## src/rtl/pfp_pkg.sv

```systemverilog
package pfp_pkg;

	// ==========================================
	// Register byte offsets
	localparam logic [7:0] CTRL_OFS   = 8'h00;
	localparam logic [7:0] THR_OFS    = 8'h04;
	localparam logic [7:0] FILT_OFS   = 8'h08;
	localparam logic [7:0] RAMP_OFS   = 8'h0C;
	localparam logic [7:0] STAT_OFS   = 8'h10;
	localparam logic [7:0] PEAK_OFS   = 8'h14;

	// ==========================================
	// Fault flag positions
	localparam int F_VCONN_OC = 0;
	localparam int F_UV       = 1;
	localparam int F_OV       = 2;
	localparam int F_OC       = 3;
	localparam int F_SC       = 4;
	localparam int F_CC_OV    = 5;
	localparam int F_PEAK     = 6;
	localparam int N_FAULT    = 7;
	localparam int S_SHUTDOWN = 7;
	localparam int N_CLASS    = 3;

	// ==========================================
	// Status register fields
	localparam int STAT_STATE_LSB = 8;
	localparam int STAT_CNT_LSB   = 12;

	// ==========================================
	// Reset values
	localparam logic [31:0] CTRL_RST = 32'h0000_0300;
	localparam logic [31:0] THR_RST  = 32'h8080_8080;
	localparam logic [31:0] FILT_RST = 32'h0404_0404;
	localparam logic [31:0] RAMP_RST = 32'h0000_0002;
	localparam logic [31:0] PEAK_RST = 32'h0000_00C0;

	// ==========================================
	// Timing
	localparam int CLK_HZ       = 20_000_000;
	localparam int MS_PER_S     = 1000;
	localparam int MS_CYCLES    = CLK_HZ / MS_PER_S;
	localparam int RAMP_MIN_MS  = 2;
	localparam int RAMP_MAX_MS  = 10;
	localparam int RETRY_MS     = 5;
	localparam int DISCH_MS     = 2;
	localparam int TMR_W        = 24;

	// ==========================================
	// Control register layout
	typedef struct packed {
		logic [19:0] rsvd;
		logic [3:0]  retry_limit;
		logic        conv_en;
		logic        peak_en;
		logic        ccov_en;
		logic        ocsc_en;
		logic        uvov_en;
		logic        vconn_en;
		logic        slow_en;
		logic        port_en;
	} pfp_ctrl_s;

	// ==========================================
	// Port state machine
	typedef enum logic [2:0] {
		ST_STANDBY,
		ST_RAMP,
		ST_ON,
		ST_RETRY,
		ST_SHUT,
		ST_CCOV
	} pfp_state_e;

endpackage : pfp_pkg

```

## src/rtl/pfp_port_fault_ctrl.sv

```systemverilog
// Our own choices: the register addresses and the APB slave port.
`timescale 1ns/1ps
// Overview of operation
// - Accessory supply overcurrent: retries, then shutdown
// - Shut port waits for disconnect to re-enable
// - Undervoltage or overvoltage: retries, then shutdown
// - Overcurrent or short circuit: same retry policy
// - Voltage fault thresholds and response times configurable
// - Current fault thresholds and response times configurable
// - CC overvoltage shuts port, no retries
// - CC overvoltage clears, port resumes by itself
// - Disconnect, fault, hard reset start discharge
// - Provider gate has off and on states
// - Optional slow turn-on, 2 to 10 ms
// - Standby pull-up under hardware control
// - Peak inductor current limit stops converter
module pfp_port_fault_ctrl #(
	parameter int MS_CYCLES = pfp_pkg::MS_CYCLES
) (
	input  wire logic        CLK,
	input  wire logic        SYS_RST,
	input  wire logic        PSEL,
	input  wire logic        PENABLE,
	input  wire logic        PWRITE,
	input  wire logic [7:0]  PADDR,
	input  wire logic [31:0] PWDATA,
	output logic      [31:0] PRDATA,
	output logic             PREADY,
	output logic             PSLVERR,
	input  wire logic [6:0]  FAULT_RAW,
	input  wire logic        ATTACHED,
	input  wire logic        HARD_RESET,
	output logic             PROVIDER_GATE_DRIVE,
	output logic             GATE_SLOW,
	output logic      [3:0]  SLOW_RAMP_MS,
	output logic             DISCHARGE,
	output logic             RP_HW_EN,
	output logic             CONV_EN,
	output logic      [7:0]  UV_THR,
	output logic      [7:0]  OV_THR,
	output logic      [7:0]  OC_THR,
	output logic      [7:0]  SC_THR,
	output logic      [7:0]  PEAK_LIMIT
);

	localparam int TMR_W = pfp_pkg::TMR_W;

	// ==========================================
	// Input synchronisers
	logic [7:0] sync1_q;
	logic [7:0] sync2_q;

	// Two stages for comparator flags and attach level
	always_ff @(posedge CLK) begin
		if (SYS_RST) begin
			sync1_q <= 8'h00;
			sync2_q <= 8'h00;
		end else begin
			sync1_q <= {ATTACHED, FAULT_RAW};
			sync2_q <= sync1_q;
		end
	end

	wire logic [6:0] fault_s = sync2_q[6:0];
	wire logic       att_s   = sync2_q[7];
	logic            att_q;

	// Attach history for disconnect edge
	always_ff @(posedge CLK) begin
		if (SYS_RST) att_q <= 1'b0;
		else         att_q <= att_s;
	end

	wire logic disconnect = att_q & ~att_s;

	// ==========================================
	// Registers
	pfp_pkg::pfp_ctrl_s ctrl_q;
	logic [31:0]        thr_q;
	logic [31:0]        filt_q;
	logic [31:0]        ramp_q;
	logic [31:0]        peak_q;
	logic [7:0]         stat_q;
	logic [7:0]         stat_d;

	// Address decode
	wire logic wr_en   = PSEL & PENABLE & PWRITE;
	wire logic sel_ctl = (PADDR == pfp_pkg::CTRL_OFS);
	wire logic sel_thr = (PADDR == pfp_pkg::THR_OFS);
	wire logic sel_flt = (PADDR == pfp_pkg::FILT_OFS);
	wire logic sel_rmp = (PADDR == pfp_pkg::RAMP_OFS);
	wire logic sel_sta = (PADDR == pfp_pkg::STAT_OFS);
	wire logic sel_pk  = (PADDR == pfp_pkg::PEAK_OFS);
	wire logic mapped  = sel_ctl | sel_thr | sel_flt | sel_rmp | sel_sta | sel_pk;

	// Configuration writes
	always_ff @(posedge CLK) begin
		if (SYS_RST) begin
			ctrl_q <= pfp_pkg::CTRL_RST;
			thr_q  <= pfp_pkg::THR_RST;
			filt_q <= pfp_pkg::FILT_RST;
			ramp_q <= pfp_pkg::RAMP_RST;
			peak_q <= pfp_pkg::PEAK_RST;
		end else if (wr_en) begin
			if (sel_ctl) ctrl_q <= PWDATA;
			if (sel_thr) thr_q  <= PWDATA;
			if (sel_flt) filt_q <= PWDATA;
			if (sel_rmp) ramp_q <= {28'h000_0000, PWDATA[3:0]};
			if (sel_pk)  peak_q <= {24'h00_0000, PWDATA[7:0]};
		end
	end

	// Threshold outputs to analog comparators
	assign UV_THR     = thr_q[7:0];
	assign OV_THR     = thr_q[15:8];
	assign OC_THR     = thr_q[23:16];
	assign SC_THR     = thr_q[31:24];
	assign PEAK_LIMIT = peak_q[7:0];

	// ==========================================
	// Response time filters
	logic [6:0] fault_f;

	genvar gi;
	generate
		for (gi = 0; gi < pfp_pkg::N_FAULT; gi++) begin : g_filt
			localparam int GRP = (gi == 0) ? 0 : (gi < 3) ? 1 : (gi < 5) ? 2 : 3;
			logic [7:0] cnt_q;
			wire logic [7:0] lim = filt_q[GRP*8 +: 8];
			// Counts how long the flag has stood
			always_ff @(posedge CLK) begin
				if (SYS_RST)            cnt_q <= 8'h00;
				else if (!fault_s[gi])  cnt_q <= 8'h00;
				else if (cnt_q != lim)  cnt_q <= cnt_q + 8'h01;
			end
			assign fault_f[gi] = fault_s[gi] & (cnt_q == lim);
		end
	endgenerate

	// ==========================================
	// Fault classes
	pfp_pkg::pfp_state_e st_q;
	pfp_pkg::pfp_state_e st_d;
	logic [3:0]          rcnt_q [pfp_pkg::N_CLASS];

	wire logic active   = (st_q == pfp_pkg::ST_RAMP) | (st_q == pfp_pkg::ST_ON);
	wire logic [2:0] cls_hit = {
		ctrl_q.ocsc_en & (fault_f[pfp_pkg::F_OC] | fault_f[pfp_pkg::F_SC]),
		ctrl_q.uvov_en & (fault_f[pfp_pkg::F_UV] | fault_f[pfp_pkg::F_OV]),
		ctrl_q.vconn_en & fault_f[pfp_pkg::F_VCONN_OC]
	};
	wire logic [2:0] cls_spent;
	wire logic       ccov_trip = ctrl_q.ccov_en & fault_f[pfp_pkg::F_CC_OV];
	wire logic       any_hit   = active & (|cls_hit);
	wire logic       give_up   = |(cls_hit & cls_spent);
	wire logic       clr_cnt   = disconnect;

	// Per-class retry counters
	generate
		for (gi = 0; gi < pfp_pkg::N_CLASS; gi++) begin : g_retry
			assign cls_spent[gi] = (rcnt_q[gi] >= ctrl_q.retry_limit);
			always_ff @(posedge CLK) begin
				if (SYS_RST)
					rcnt_q[gi] <= 4'h0;
				else if (clr_cnt)
					rcnt_q[gi] <= 4'h0;
				else if (active && !ccov_trip && !give_up && cls_hit[gi])
					rcnt_q[gi] <= rcnt_q[gi] + 4'h1;
			end
		end
	endgenerate

	// ==========================================
	// Timer for ramp, retry back-off and discharge
	logic [TMR_W-1:0] tmr_q;
	logic [TMR_W-1:0] tmr_d;
	logic [TMR_W-1:0] dis_q;
	wire logic [3:0] ramp_ms =
		(ramp_q[3:0] < 4'(pfp_pkg::RAMP_MIN_MS)) ? 4'(pfp_pkg::RAMP_MIN_MS) :
		(ramp_q[3:0] > 4'(pfp_pkg::RAMP_MAX_MS)) ? 4'(pfp_pkg::RAMP_MAX_MS) :
		ramp_q[3:0];
	wire logic [TMR_W-1:0] ramp_cyc  = TMR_W'(ramp_ms * MS_CYCLES);
	wire logic [TMR_W-1:0] retry_cyc = TMR_W'(pfp_pkg::RETRY_MS * MS_CYCLES);
	wire logic [TMR_W-1:0] dis_cyc   = TMR_W'(pfp_pkg::DISCH_MS * MS_CYCLES);
	wire logic tmr_done = (tmr_q == '0);
	wire logic dis_busy = (dis_q != '0);
	wire logic dis_start = disconnect | HARD_RESET | (active & (any_hit | ccov_trip));

	// Next state
	always_comb begin
		st_d  = st_q;
		tmr_d = (tmr_q == '0) ? tmr_q : tmr_q - TMR_W'(1);
		case (st_q)
			pfp_pkg::ST_STANDBY: begin
				if (ccov_trip) begin
					st_d = pfp_pkg::ST_CCOV;
				end else if (att_s && ctrl_q.port_en && !dis_busy && !HARD_RESET) begin
					st_d  = pfp_pkg::ST_RAMP;
					tmr_d = ctrl_q.slow_en ? ramp_cyc : '0;
				end
			end
			pfp_pkg::ST_RAMP, pfp_pkg::ST_ON: begin
				if (ccov_trip) begin
					st_d = pfp_pkg::ST_CCOV;
				end else if (give_up) begin
					st_d = pfp_pkg::ST_SHUT;
				end else if (any_hit) begin
					st_d  = pfp_pkg::ST_RETRY;
					tmr_d = retry_cyc;
				end else if (disconnect || HARD_RESET || !ctrl_q.port_en) begin
					st_d = pfp_pkg::ST_STANDBY;
				end else if (st_q == pfp_pkg::ST_RAMP && tmr_done) begin
					st_d = pfp_pkg::ST_ON;
				end
			end
			pfp_pkg::ST_RETRY: begin
				if (ccov_trip) begin
					st_d = pfp_pkg::ST_CCOV;
				end else if (disconnect || !ctrl_q.port_en) begin
					st_d = pfp_pkg::ST_STANDBY;
				end else if (tmr_done && !dis_busy) begin
					st_d  = pfp_pkg::ST_RAMP;
					tmr_d = ctrl_q.slow_en ? ramp_cyc : '0;
				end
			end
			pfp_pkg::ST_SHUT: begin
				if (disconnect) st_d = pfp_pkg::ST_STANDBY;
			end
			pfp_pkg::ST_CCOV: begin
				if (!fault_f[pfp_pkg::F_CC_OV]) st_d = pfp_pkg::ST_STANDBY;
			end
			default: st_d = pfp_pkg::ST_STANDBY;
		endcase
	end

	// State, timer and discharge window
	always_ff @(posedge CLK) begin
		if (SYS_RST) begin
			st_q  <= pfp_pkg::ST_STANDBY;
			tmr_q <= '0;
			dis_q <= '0;
		end else begin
			st_q  <= st_d;
			tmr_q <= tmr_d;
			dis_q <= dis_start ? dis_cyc : (dis_busy ? dis_q - TMR_W'(1) : dis_q);
		end
	end

	// ==========================================
	// Power path outputs, registered except SLOW_RAMP_MS (clamped from ramp_q)
	logic gate_q;
	logic slow_q;
	logic disch_q;
	logic rp_q;
	logic conv_q;

	always_ff @(posedge CLK) begin
		if (SYS_RST) begin
			gate_q  <= 1'b0;
			slow_q  <= 1'b0;
			disch_q <= 1'b0;
			rp_q    <= 1'b1;
			conv_q  <= 1'b0;
		end else begin
			gate_q  <= (st_d == pfp_pkg::ST_RAMP) | (st_d == pfp_pkg::ST_ON);
			slow_q  <= (st_d == pfp_pkg::ST_RAMP) & ctrl_q.slow_en;
			disch_q <= dis_start | (dis_q > TMR_W'(1));
			rp_q    <= (st_d == pfp_pkg::ST_STANDBY) & ~att_s;
			conv_q  <= ctrl_q.conv_en & ~(ctrl_q.peak_en & stat_d[pfp_pkg::F_PEAK]);
		end
	end

	assign PROVIDER_GATE_DRIVE = gate_q;
	assign GATE_SLOW           = slow_q;
	assign SLOW_RAMP_MS        = ramp_ms;
	assign DISCHARGE           = disch_q;
	assign RP_HW_EN            = rp_q;
	assign CONV_EN             = conv_q;

	// ==========================================
	// Sticky status, write one to clear, set wins
	wire logic [7:0] stat_set = {(st_d == pfp_pkg::ST_SHUT) & (st_q != pfp_pkg::ST_SHUT),
		fault_f};
	wire logic [7:0] stat_clr = (wr_en & sel_sta) ? PWDATA[7:0] : 8'h00;

	assign stat_d = (stat_q & ~stat_clr) | stat_set;

	always_ff @(posedge CLK) begin
		if (SYS_RST) stat_q <= 8'h00;
		else         stat_q <= stat_d;
	end

	// ==========================================
	// Read path
	wire logic [31:0] stat_rd = {16'h0000, rcnt_q[2], 1'b0, st_q, stat_q};
	wire logic [31:0] rd_mux =
		sel_ctl ? ctrl_q :
		sel_thr ? thr_q  :
		sel_flt ? filt_q :
		sel_rmp ? ramp_q :
		sel_sta ? stat_rd :
		sel_pk  ? peak_q : 32'h0000_0000;

	always_ff @(posedge CLK) begin
		if (SYS_RST) PRDATA <= 32'h0000_0000;
		else if (PSEL && !PENABLE && !PWRITE) PRDATA <= rd_mux;
	end

	assign PREADY  = 1'b1;
	assign PSLVERR = PSEL & PENABLE & ~mapped;
endmodule : pfp_port_fault_ctrl

```

## config.mk

```make
export PLATFORM = sky130hd
export DESIGN_NAME = pfp_port_fault_ctrl
export DESIGN_NICKNAME = d
export VERILOG_FILES = /design/src/rtl/pfp_pkg.sv /design/src/rtl/pfp_port_fault_ctrl.sv
export SDC_FILE = /design/constraint.sdc
export NUM_CORES = 1
export LEC_CHECK = 0
export CELL_PAD_IN_SITES_DETAIL_PLACEMENT = 0
export CELL_PAD_IN_SITES_GLOBAL_PLACEMENT = 1
export CORE_MARGIN = 1.5
export CORE_UTILIZATION = 25
export DETAILED_ROUTE_END_ITERATION = 7
export DONT_BUFFER_PORTS = 1
export PLACE_DENSITY = 0.49
export SETUP_SLACK_MARGIN = 0.3
export SYNTH_ARGS = -nofsm -noshare
export SYNTH_HDL_FRONTEND = slang
export SYNTH_SLANG_ARGS = --single-unit
```

## constraint.sdc

```tcl
create_clock -name CLK -period 7.51 [get_ports CLK]
set_input_delay 1.1265 -clock CLK [delete_from_list [all_inputs] [get_ports CLK]]
set_output_delay 1.1265 -clock CLK [all_outputs]
set_load 0.1 [all_outputs]
```

# After elaboration in Yosys (flattened, before gate mapping)
# Memory sizes are Yosys's and may differ from the RTL's.
# Index checks and enable logic that the tools add are counted.
[word_totals]
wordCells = 241
regBits = 277
out_inout_bits = 83
latch_bits = 0
ramBits = 12
in_bits = 54
mem_count = 1
rom_bits = 0
[op_classes]
eq_ne = 28
magnitude_cmp = 6
reduce_logical = 44
n_mux = 58
bitwise = 56
div_mod_pow = 0
shifts = 0
addsub = 12
mul = 1
[mem_list]
columns = ["name", "depth", "width", "read_ports", "rd_clocked_by_memory_dff", "write_ports", "line_no", "text"]
rows = [
  ["rcnt_q", 3, 4, 3, 0, 3, "pfp_port_fault_ctrl.sv:144", "logic [3:0] rcnt_q [pfp_pkg::N_CLASS];"],
]
[op_table]
columns = ["operator", "n"]
rows = [
  ["$mux W24", 9],
  ["$mux W32", 3],
  ["$pmux W24 S3", 1],
  ["$mux W16", 4],
  ["$add A8 B1 Y8 const B", 7],
  ["$eq A8 B8 Y1", 7],
  ["$ne A8 B8 Y1", 7],
  ["$sub A24 B1 Y24 const B", 2],
  ["$mux W3", 12],
  ["$mux W4", 8],
  ["$gt A24 B1 Y1 const B", 1],
  ["$logic_not A24 Y1", 1],
  ["$reduce_bool A24 Y1", 1],
  ["$and A1 B1 Y1", 23],
  ["$mux W19", 1],
  ["$or A1 B1 Y1", 19],
  ["$reduce_or A2 Y1", 9],
  ["$mux W1", 17],
  ["$eq A8 B4 Y1 const B", 2],
  ["$eq A8 B5 Y1 const B", 2],
  ["$mux W8", 2],
  ["$pmux W3 S5", 1],
  ["$mul A4 B10 Y14 const B", 1],
  ["$add A4 B1 Y4 const B", 3],
  ["other kinds (21)", 62],
]

# Depth between registers and ports, before layout
# Gate-level depths: netlist of run 1.
[depth]
ltp_word = 16
depth_mapped = 15
depth_no_buf = 14

# Worst setup path before layout of run 1
# OpenSTA, ideal clock, no wires.
[synth_timing]
path_type = "input-to-output"
startpoint = "input port PADDR[3]"
endpoint = "output port PSLVERR"
required_time_ns = 6.384
path_buffers = 2
path_slack_ns = 2.926
path_stages = 4
arrival_ns = 3.458
cell_sequence = "buf_1 > buf_1 > nand2_1 > a21oi_1"
[synth_between]
elab_chain_len = 8
word_cells_on_any_way = 13
classes_between = "eq/ne (5); bitwise (7); reduce/logical (1)"
[synth_rtl]
columns = ["element", "line_no", "text"]
rows = [
  ["from (decl)", "pfp_port_fault_ctrl.sv:25", "input wire logic [7:0] PADDR,"],
  ["$eq A8 B3 Y1 or $logic_not A8 Y1 (tied branches)", "pfp_port_fault_ctrl.sv:89, pfp_port_fault_ctrl.sv:88", ""],
  ["$or A1 B1 Y1 (4 in a row)", "pfp_port_fault_ctrl.sv:94", "wire logic mapped = sel_ctl | sel_thr | sel_flt | sel_rmp | sel_sta | sel_pk;"],
  ["$or A1 B1 Y1 *", "pfp_port_fault_ctrl.sv:94", ""],
  ["$not A1 Y1 *", "pfp_port_fault_ctrl.sv:310", "assign PSLVERR = PSEL & PENABLE & ~mapped;"],
  ["$and A1 B1 Y1 *", "pfp_port_fault_ctrl.sv:310", ""],
  ["to (decl)", "pfp_port_fault_ctrl.sv:29", "output logic PSLVERR,"],
]
# Mark *: on every way between the ends. The rest lies on a longest branch, timed or not.

# Final worst setup path of run 1
[layout_timing]
startpoint = "register ramp_q[3]"
endpoint = "register tmr_q[17]"
[layout_between]
elab_chain_len = 9
word_cells_on_any_way = 12
classes_between = "mul (1); order compare (2); mux (9)"
[layout_rtl]
columns = ["element", "line_no", "text"]
rows = [
  ["from (decl)", "pfp_port_fault_ctrl.sv:81", "logic [31:0] ramp_q;"],
  ["from (signal assigned)", "pfp_port_fault_ctrl.sv:102", "ramp_q <= pfp_pkg::RAMP_RST;"],
  ["from (signal assigned)", "pfp_port_fault_ctrl.sv:108", "if (sel_rmp) ramp_q <= {28'h000_0000, PWDATA[3:0]};"],
  ["$gt A4 B4 Y1", "pfp_port_fault_ctrl.sv:180", "(ramp_q[3:0] > 4'(pfp_pkg::RAMP_MAX_MS)) ? 4'(pfp_pkg::RAMP_MAX_MS) :"],
  ["$mux W4", "pfp_port_fault_ctrl.sv:180", ""],
  ["$mux W4 *", "pfp_port_fault_ctrl.sv:179", "(ramp_q[3:0] < 4'(pfp_pkg::RAMP_MIN_MS)) ? 4'(pfp_pkg::RAMP_MIN_MS) :"],
  ["via SLOW_RAMP_MS[1]", "pfp_port_fault_ctrl.sv:35", "output logic [3:0] SLOW_RAMP_MS,"],
  ["$mul A4 B10 Y14 *", "pfp_port_fault_ctrl.sv:182", "wire logic [TMR_W-1:0] ramp_cyc = TMR_W'(ramp_ms * MS_CYCLES);"],
  ["$mux W19 *", "pfp_port_fault_ctrl.sv:199, pfp_port_fault_ctrl.sv:223", ""],
  ["$mux W24", "pfp_port_fault_ctrl.sv:221", "end else if (tmr_done && !dis_busy) begin"],
  ["$mux W24", "pfp_port_fault_ctrl.sv:219", "end else if (disconnect || !ctrl_q.port_en) begin"],
  ["$mux W24", "pfp_port_fault_ctrl.sv:217", "if (ccov_trip) begin"],
  ["$pmux W24 S3 *", "pfp_port_fault_ctrl.sv:193", "case (st_q)"],
  ["to (signal assigned)", "pfp_port_fault_ctrl.sv:244", "tmr_q <= tmr_d;"],
  ["to (decl)", "pfp_port_fault_ctrl.sv:175", "logic [TMR_W-1:0] tmr_q;"],
]
# The timed path passes the listed nets; every way through them passes the cells marked *.
# A chain may end at the register's enable or synchronous reset.

==> reports/metrics.csv, run 1 <==
metric;value;unit
status;finished clean;
cts_resized;0;
timing.max_cap.violations;0;
period_share;58.9;%
grt_pass1_wl;68.5;mm
grt_setup_unrepaired;no;
wl;44.5;mm
switching_share;28.4;%
r2r-end;tmr_q[17];
nFillCells;5757;
fmax;0.226;GHz
tightest_slew;1.21;ns
n_antenna_cell;0;
skew;0.0227;ns
ir_drop;0.125;mV
p_per_area;258;mW/mm2
cts_sinks;289;
ys.flop_type;dfxtp_1;
rr_worst_depth;15;
ant_nets;0;
min_from;sync1_q[1];
cts_setup_buffers;0;
hold_buffers;0;
coreArea;0.0537;mm2
crit_end;tmr_q[17];
die-height;236;um
ys_ff_latch;289;
area_delta_synth_final;13.1;%
path_clk_slew;0.06;ns
fin_setup_tns;0;ns
critPathLaunchType;flop;
die_x;236;um
antenna_found_initial;1;
cts_tree;done;
hpwl;30.1;mm
reg2reg_slack;3.09;ns
gp_congestion;0.792;
drtPass1Iterations;5;
arrival;4.85;ns
maxSlewHeadroom;19.2;%
use_met2;26.5;%
viasPerCell;4.76;
use_met1;20.5;%
fin_hold_ws;0.445;ns
syn-num-nets;1721;
yosys_warnings;0;
slew_viol_final;0;
synth-edff-count;12;
comb_power_share;13.8;%
min_period;4.42;ns
p_seq_share;44.1;%
async_flop_share;0;%
numPortBuffers;0;
track_usage;15.9;%
avgSynthCellArea;8.32;um2
path_max_fanout;6;
num_io_pins;137;
critical_path_class;reg2reg;
num_rows;85;
busiest_layer;met2;
vias;11008;
grt_max_degree;163;
drive_above_1_share;5.81;%
end_kind;flop;
grt_pass1_vias;11017;
clock_latency;0.55;ns
startpoint;ramp_q[3];
global_route.usage.met3;3.95;%
clockBufferDepth;3;
ys_seq_area_share;43.6;%
wl_per_cell;19.2;um
start_util;25.2;%
nets;1688;
syn_area;0.0135;mm2
htree_num_levels;2;
required;7.94;ns
ff_latch_area;0.00591;mm2
ys_types;73;
total_leakage_power;5.45;nW
r2r-start;ramp_q[3];
syn_inst;1627;
setup_viol;0;
holdCritPathClass;reg2reg;
drc;0;
p_int;0.00282;W
p_sw;0.00112;W
cts-root-buf;clkbuf_16;
numCtsBuffers;36;
multi_input_area;0.00725;mm2
first_iter_violations;641;
overflow;0;
clkPwrFrac;42.1;%
dieArea;0.0555;mm2
hold_viol;0;
synthesized netlist by cell type, types with 10 or more instances:
cell / instances / area (um2)
edfxtp_1: 12 / 360
nor2b_1: 28 / 175
nor2_1: 164 / 616
nand2b_1: 10 / 62.6
and3_1: 25 / 156
inv_1: 23 / 86.3
nand2_1: 316 / 1190
nor4_1: 18 / 113
xor2_1: 68 / 596
nand3_1: 69 / 345
clkbuf_1: 75 / 282
ha_1: 39 / 488
nand4_1: 18 / 113
dfxtp_1: 277 / 5550
nor3_1: 26 / 130
xnor2_1: 88 / 771
a21oi_1: 155 / 776
mux2i_1: 35 / 350
or3_1: 15 / 93.8
or4_1: 11 / 82.6
o21ai_0: 44 / 220
power by group through the flow:
stage	registers (W)	clock network (W)	logic [W]
4_1_cts	0.00174	0.00172	0.000550
5_1_grt	0.00175	0.00178	0.000619
3_3_place_gp	0.00177	0	0.000544
3_5_place_dp	0.00177	0	0.000545
2_1_floorplan	0.00175	0	0.000467
6_report	0.00174	0.00166	0.000544
logic make-up (layout without fill, tap and decap cells):
kind of cell	after synthesis	in the layout	synth area share [%]
AO/OA/AOI/OAI	265	265	11.4
XOR/XNOR	156	156	10.1
adder cells (fa/ha/maj)	40	40	3.75
AND/OR/NAND/NOR	727	727	24.6
multiplexers	42	42	3.50
buffers and inverters	107	99	3.01
other	1	1	0.0277
flip-flops	289	289	43.6
sequential cells by signal, summed over array words and instances (netlist names), 12 cells and up:
name          flops
PRDATA           32
thr_q            32
filt_q           32
tmr_q            24
dis_q            24
g_filt.cnt_q     56
ctrl_q           32
rcnt_q           12
worst min path at each step:
stage,endpoint,slack [ns],cells after the start
6_report,sync2_q[1],0.44,1
5_1_grt,sync2_q[4],0.46,1
4_1_cts,sync2_q[4],0.45,1
3_5_place_dp,sync2_q[7],0.43,1
3_3_place_gp,sync2_q[3],0.44,1
2_1_floorplan,sync2_q[0],0.41,1
area by class of cell:
class | instances | area share [%]
multi-input combinational | 1231 | 47.4
sequential | 289 | 38.6
inverter | 23 | 0.564
timing repair buffer | 13 | 0.638
clock buffer | 55 | 6.82
tap | 696 | 5.69
clock inverter | 8 | 0.327
critical path: stages, from the launching register on:
cell and delay [ns]:
dfxtp_1 0.43, buf_4 0.36, nand2b_1 0.21, a21o_1 0.83, ha_1 0.39, ha_1 0.28
ha_1 0.23, fa_1 0.40, a21oi_1 0.17, nor2_1 0.05, nor2_1 0.14, nor2b_1 0.07
o21a_1 0.16, o21ai_0 0.22, nor3b_1 0.26, a211oi_2 0.07
per-stage QoR:
stage | worst slack, ns | area [um2] | util (%) | cells | power [W]
after global routing | 2.69 | 15300 | 28.5 | 2315 | 0.00415
final | 3.09 | 15300 | 28.5 | 2315 | 0.00394
after global placement | 3.18 | 14200 | 26.5 | 2252 | 0.00232
after detailed placement | 3.07 | 14200 | 26.5 | 2252 | 0.00232
after CTS | 3.05 | 15300 | 28.5 | 2315 | 0.00401
after floorplan | 2.93 | 13500 | - | 1627 | 0.00222
layer usage:
layer	wire length, um	up-vias	part of all wire (%)
met1	20200	5258	45
met5	0	-	0
met2	21000	209	47
li1	-	5483	-
met3	2410	58	5.4
met4	940	0	2.1
cells in the final DEF (no fill, tap or decap), types with 5 or more instances in the layout:
master,instances
a21oi_1,154
a221oi_1,7
a22oi_1,6
and3_1,24
buf_4,13
clkbuf_1,13
clkbuf_16,37
clkbuf_8,5
dfxtp_1,277
edfxtp_1,12
ha_1,39
inv_1,23
mux2i_1,35
nand2_1,315
nand2b_1,10
nand3_1,68
nand4_1,18
nor2_1,164
nor2b_1,27
nor3_1,24
nor4_1,17
o21a_1,5
o21ai_0,44
or3_1,15
or4_1,11
xnor2_1,88
xor2_1,68
Power figures use the tool's default switching activity.
==> run 2, diff against run 1 <==
Settings changed: ABC_AREA set to 1, PLACE_DENSITY 0.49 to 0.52.
Clock period 7.51 ns to 3.75 ns, I/O delays scaled along.
==> run 2 against run 1 <==
Net effect: first-iteration DRC count increased by 4.5%; via count increased by 18%; sequential power increased by 95%; register-to-register slack got worse by 2.4 ns; critical endpoint is now tmr_q[15]; largest cell class unchanged; highest routed layer unchanged.
==> reports/metrics.csv, run 2 <==
metric;value;unit
grt_pass1_wl;76.0;mm
total_leakage_power;6.64;nW
grt_pass1_vias;12892;
holdCritPathClass;in2reg;
end_kind;flop;
r2r-start;ramp_q[3];
num_rows;87;
skew;0.0367;ns
cts-root-buf;clkbuf_16;
ys.flop_type;dfxtp_1;
ys_top_cells_by_area;dfxtp_1, nand2_1, nor2_1, inv_1, a21oi_1;
gp_congestion;0.800;
antenna_found_initial;0;
ys_ff_latch;289;
layout_commonest_cell;nand2_1;
area_delta_synth_final;16.1;%
num_io_pins;137;
setup_viol;0;
status;finished clean;
numPortBuffers;0;
die_x;242;um
timing.max_cap.violations;0;
start_util;25.3;%
largest-register;g_filt.cnt_q;
cp_num_buf_inv;3;
drc;0;
min_period;3.09;ns
synth.most_common_cell;nand2_1;
startpoint;ramp_q[3];
viasPerCell;4.66;
htree_num_levels;2;
final_cell_mix;nand2_1, nor2_1, dfxtp_1;
first_iter_violations;670;
arrival;3.54;ns
largest_reg_flops;56;
fin_setup_tns;0;ns
nets;2088;
cp_top_family;adder cells;
critical_path_class;reg2reg;
yosys-top-cells-count;nand2_1, nor2_1, dfxtp_1;
cts_sinks;289;
dieArea;0.0586;mm2
overflow;0;
hold_buffers;0;
placedCellCount;2709;
syn_inst;1986;
nFillCells;6160;
period_share;82.3;%
tightest_slew;1.16;ns
syn_area;0.0143;mm2
track_usage;16.4;%
p_per_area;529;mW/mm2
critPathLaunchType;flop;
syn-num-nets;2080;
ir_drop;0.272;mV
path_max_fanout;5;
ys_seq_area_share;41.3;%
min_from;SYS_RST;
coreArea;0.0565;mm2
drtPass1Iterations;8;
clockBufferDepth;3;
maxSlewHeadroom;22.7;%
avgSynthCellArea;7.20;um2
slew_viol_final;0;
clock_latency;0.57;ns
path_cells;buf_4, ha_1, inv_1, ha_1, ha_1, fa_1, a21oi_1, o21ai_0, xnor2_1, inv_1, a21oi_1, a21oi_1;
wl;47.9;mm
wl_per_cell;17.3;um
ys_types;59;
ant_nets;0;
cpMaxStageDelayCell;fa_1;
path_clk_slew;0.05;ns
drive_above_1_share;8.26;%
grt_max_degree;69;
grt_setup_unrepaired;no;
die-height;242;um
fmax;0.324;GHz
numCtsBuffers;39;
max_stage_delay;0.47;ns
required;4.20;ns
yosys_warnings;0;
cts_resized;0;
synth_top_area_share;38.8;%
synth-edff-count;12;
cts_tree;done;
n_antenna_cell;0;
hpwl;34.4;mm
final_cells;2778;
synth_area_leader_cell;dfxtp_1;
cts_setup_buffers;0;
hold_viol;0;
async_flop_share;0;%
vias;12936;
run 2: final cells by class:
cell class                      count  area, um2  area share [%]
Inverter                          247        935            5.63
Tap cell                          756        946            5.70
Multi-Input combinational cell   1385       7220            43.5
Clock buffer                       58       1210            7.29
Timing Repair Buffer               32        253            1.52
Sequential cell                   289       5910            35.6
Clock inverter                     11        120           0.724
run 2: final timing paths:
path                                    to  cells past startpoint  slack, ns
worst max-delay path             tmr_q[15]                     12       0.66
worst min-delay path            sync1_q[7]                      1       0.08
worst max register to register   tmr_q[15]                     12       0.66
worst min register to register  sync2_q[0]                      2       0.40
run 2: power by group:
part           switching [W]  internal, W
clock                0.00151      0.00237
combinational       0.000999     0.000514
sequential          0.000164      0.00323
total                0.00267      0.00611
run 2: cell families after synthesis:
kind of cell / share of synthesized area [%]
XOR/XNOR: 4.17
buffers and inverters: 8.44
AO/OA/AOI/OAI: 16.0
other: 0.0262
flip-flops: 41.3
adder cells (fa/ha/maj): 3.55
AND/OR/NAND/NOR: 26.5
run 2: routing by layer:
metal / share of wire [%] / GRT usage (%) / vias to the layer above
li1: - / - / 6527
met1: 46 / 21.4 / 6088
met2: 46 / 27.0 / 260
met3: 5.5 / 3.91 / 61
met4: 2.3 / 4.56 / 0
met5: 0 / 0 / -
run 2: per-stage QoR:
step	total power (W)	cell area [um2]	hold slack [ns]	util (%)	setup WS (ns)
6_report	0.00878	16600	0.0822	29.4	0.664
5_1_grt	0.00928	16600	0.0492	29.4	0.443
4_1_cts	0.00893	16600	0.0319	29.4	0.668
3_5_place_dp	0.00497	15300	0.396	27.0	0.690
3_3_place_gp	0.00497	15300	0.393	27.0	0.671
2_1_floorplan	0.00461	14300	0.388	-	0.345
==> run 3, diff against run 2 <==
Settings changed: PLACE_DENSITY 0.52 to 0.5.
Clock period 3.75 ns to 3.2 ns, I/O delays scaled along.
==> run 3 against run 2 <==
Net effect: cell count up 0.65%; first-iteration DRC count grew 8.5%; global-route usage increased by 0.44 points; critical path depth fell by 2; final area is 1.7% higher; count of clock-buffer cells in the layout grew 2; register-to-register slack got worse by 0.22 ns; via count increased by 0.12%.
==> reports/metrics.csv, run 3 (same netlist as run 2, synthesis figures left out) <==
metric;value;unit
status;finished clean;
grt_setup_unrepaired;no;
total_leakage_power;6.74;nW
path_clk_slew;0.06;ns
nets;2108;
max_stage_delay;0.59;ns
overflow;0;
largest-register;g_filt.cnt_q;
p_per_area;608;mW/mm2
ir_drop;0.297;mV
largest_reg_flops;56;
tightest_slew;1.10;ns
fin_setup_tns;0;ns
finalPower;0.0103;W
die-height;242;um
clock_latency;0.57;ns
numCtsBuffers;39;
critPathLaunchType;flop;
grt_max_degree;52;
cpMaxStageDelayCell;o21ai_0;
hold_viol;0;
maxSlewHeadroom;26.8;%
numPortBuffers;0;
cts_setup_buffers;0;
track_usage;16.9;%
required;3.38;ns
skew;0.0365;ns
placedCellCount;2724;
gp_congestion;0.819;
dieArea;0.0586;mm2
min_period;2.76;ns
ff_latch_area;0.00591;mm2
coreArea;0.0565;mm2
ant_nets;0;
critical_path_class;reg2reg;
fmax;0.363;GHz
worst_slack;0.444;ns
arrival;2.94;ns
area_delta_synth_final;18.1;%
vias;12952;
period_share;86.1;%
num_rows;87;
antenna_found_initial;0;
nFillCells;6213;
grt_pass1_vias;12974;
setup_viol;0;
wl;49.6;mm
start_util;25.3;%
layout_commonest_cell;nand2_1;
drc;0;
cts-root-buf;clkbuf_16;
path_cells;ha_1, inv_1, nor2_1, o21bai_1, o311ai_0, nand3_1, inv_1, nor2_1, nand2_2, o21ai_0;
final_cell_mix;nand2_1, nor2_1, dfxtp_1;
clockBufferDepth;3;
n_antenna_cell;0;
path_max_fanout;6;
grt_pass1_wl;77.1;mm
htree_num_levels;2;
timing.max_cap.violations;0;
slew_viol_final;0;
holdCritPathClass;in2reg;
wl_per_cell;17.7;um
drtPass1Iterations;5;
multi_input_area;0.00733;mm2
hpwl;35.1;mm
num_io_pins;137;
place_ws;0.279;ns
final_cells;2796;
die_x;242;um
cts_tree;done;
reg2reg_slack;0.44;ns
drive_above_1_share;9.71;%
cts_sinks;289;
end_kind;flop;
viasPerCell;4.63;
first_iter_violations;727;
==> run 3: report_power, final <==
part           total, W  switching, W  internal (W)  leakage, nW
clock           0.00450       0.00174       0.00276        0.642
sequential      0.00397      0.000189       0.00379         2.37
combinational   0.00178       0.00117      0.000609         3.73
==> run 3: path summary, 6_finish.rpt <==
check,startpoint,to,depth (start not counted)
setup / recovery,rcnt_q[2][1],rcnt_q[0][0],10
hold / removal,FAULT_RAW[3],sync1_q[3],2
setup reg to reg,rcnt_q[2][1],rcnt_q[0][0],10
hold reg to reg,sync1_q[5],sync2_q[5],2
==> run 3: final cells by class <==
class	count	area share [%]
multi-input combinational	1385	43.4
sequential	289	35.0
inverter	247	5.54
clock buffer	60	6.96
clock inverter	7	0.808
timing repair buffer	52	2.61
tap	756	5.60
==> run 3: worst max-delay path, delay by kind of cell, from the launching register on <==
kind | cells | cell delay [ns]
and+or+nand+nor | 4 | 0.53
adders and majority gates | 1 | 0.31
DFF | 1 | 0.48
AOI/OAI and AO/OA | 3 | 0.91
buffers and inverters | 2 | 0.13
==> run 3: metal layers <==
metal,global-route usage [%],vias to the layer above,share of wire (%),routed length [um]
met3,4.36,67,5.6,2780
li1,-,6579,-,-
met1,21.8,6076,46,23000
met4,4.54,0,2.3,1130
met5,0,-,0,0
met2,27.7,230,46,22600
==> run 3: repair_timing <==
| action | in CTS | in global routing |
|---|---|---|
| setup endpoints to repair | 1 | 4 |
| hold buffers | 5 | 0 |
| pin swaps | 0 | 2 |
| hold endpoints to repair | 51 | 0 |
| gates resized for setup | 1 | 11 |
| gates cloned | 0 | 0 |
==> run 3: per-stage QoR <==
step | hold WS [ns] | util (%) | instance area (um2)
5_1_grt | 0.00930 | 29.9 | 16900
3_5_place_dp | 0.397 | 27.4 | 15500
6_report | 0.0388 | 29.9 | 16900
4_1_cts | 0.00232 | 29.8 | 16800
3_3_place_gp | 0.394 | 27.4 | 15500
2_1_floorplan | 0.388 | - | 14400
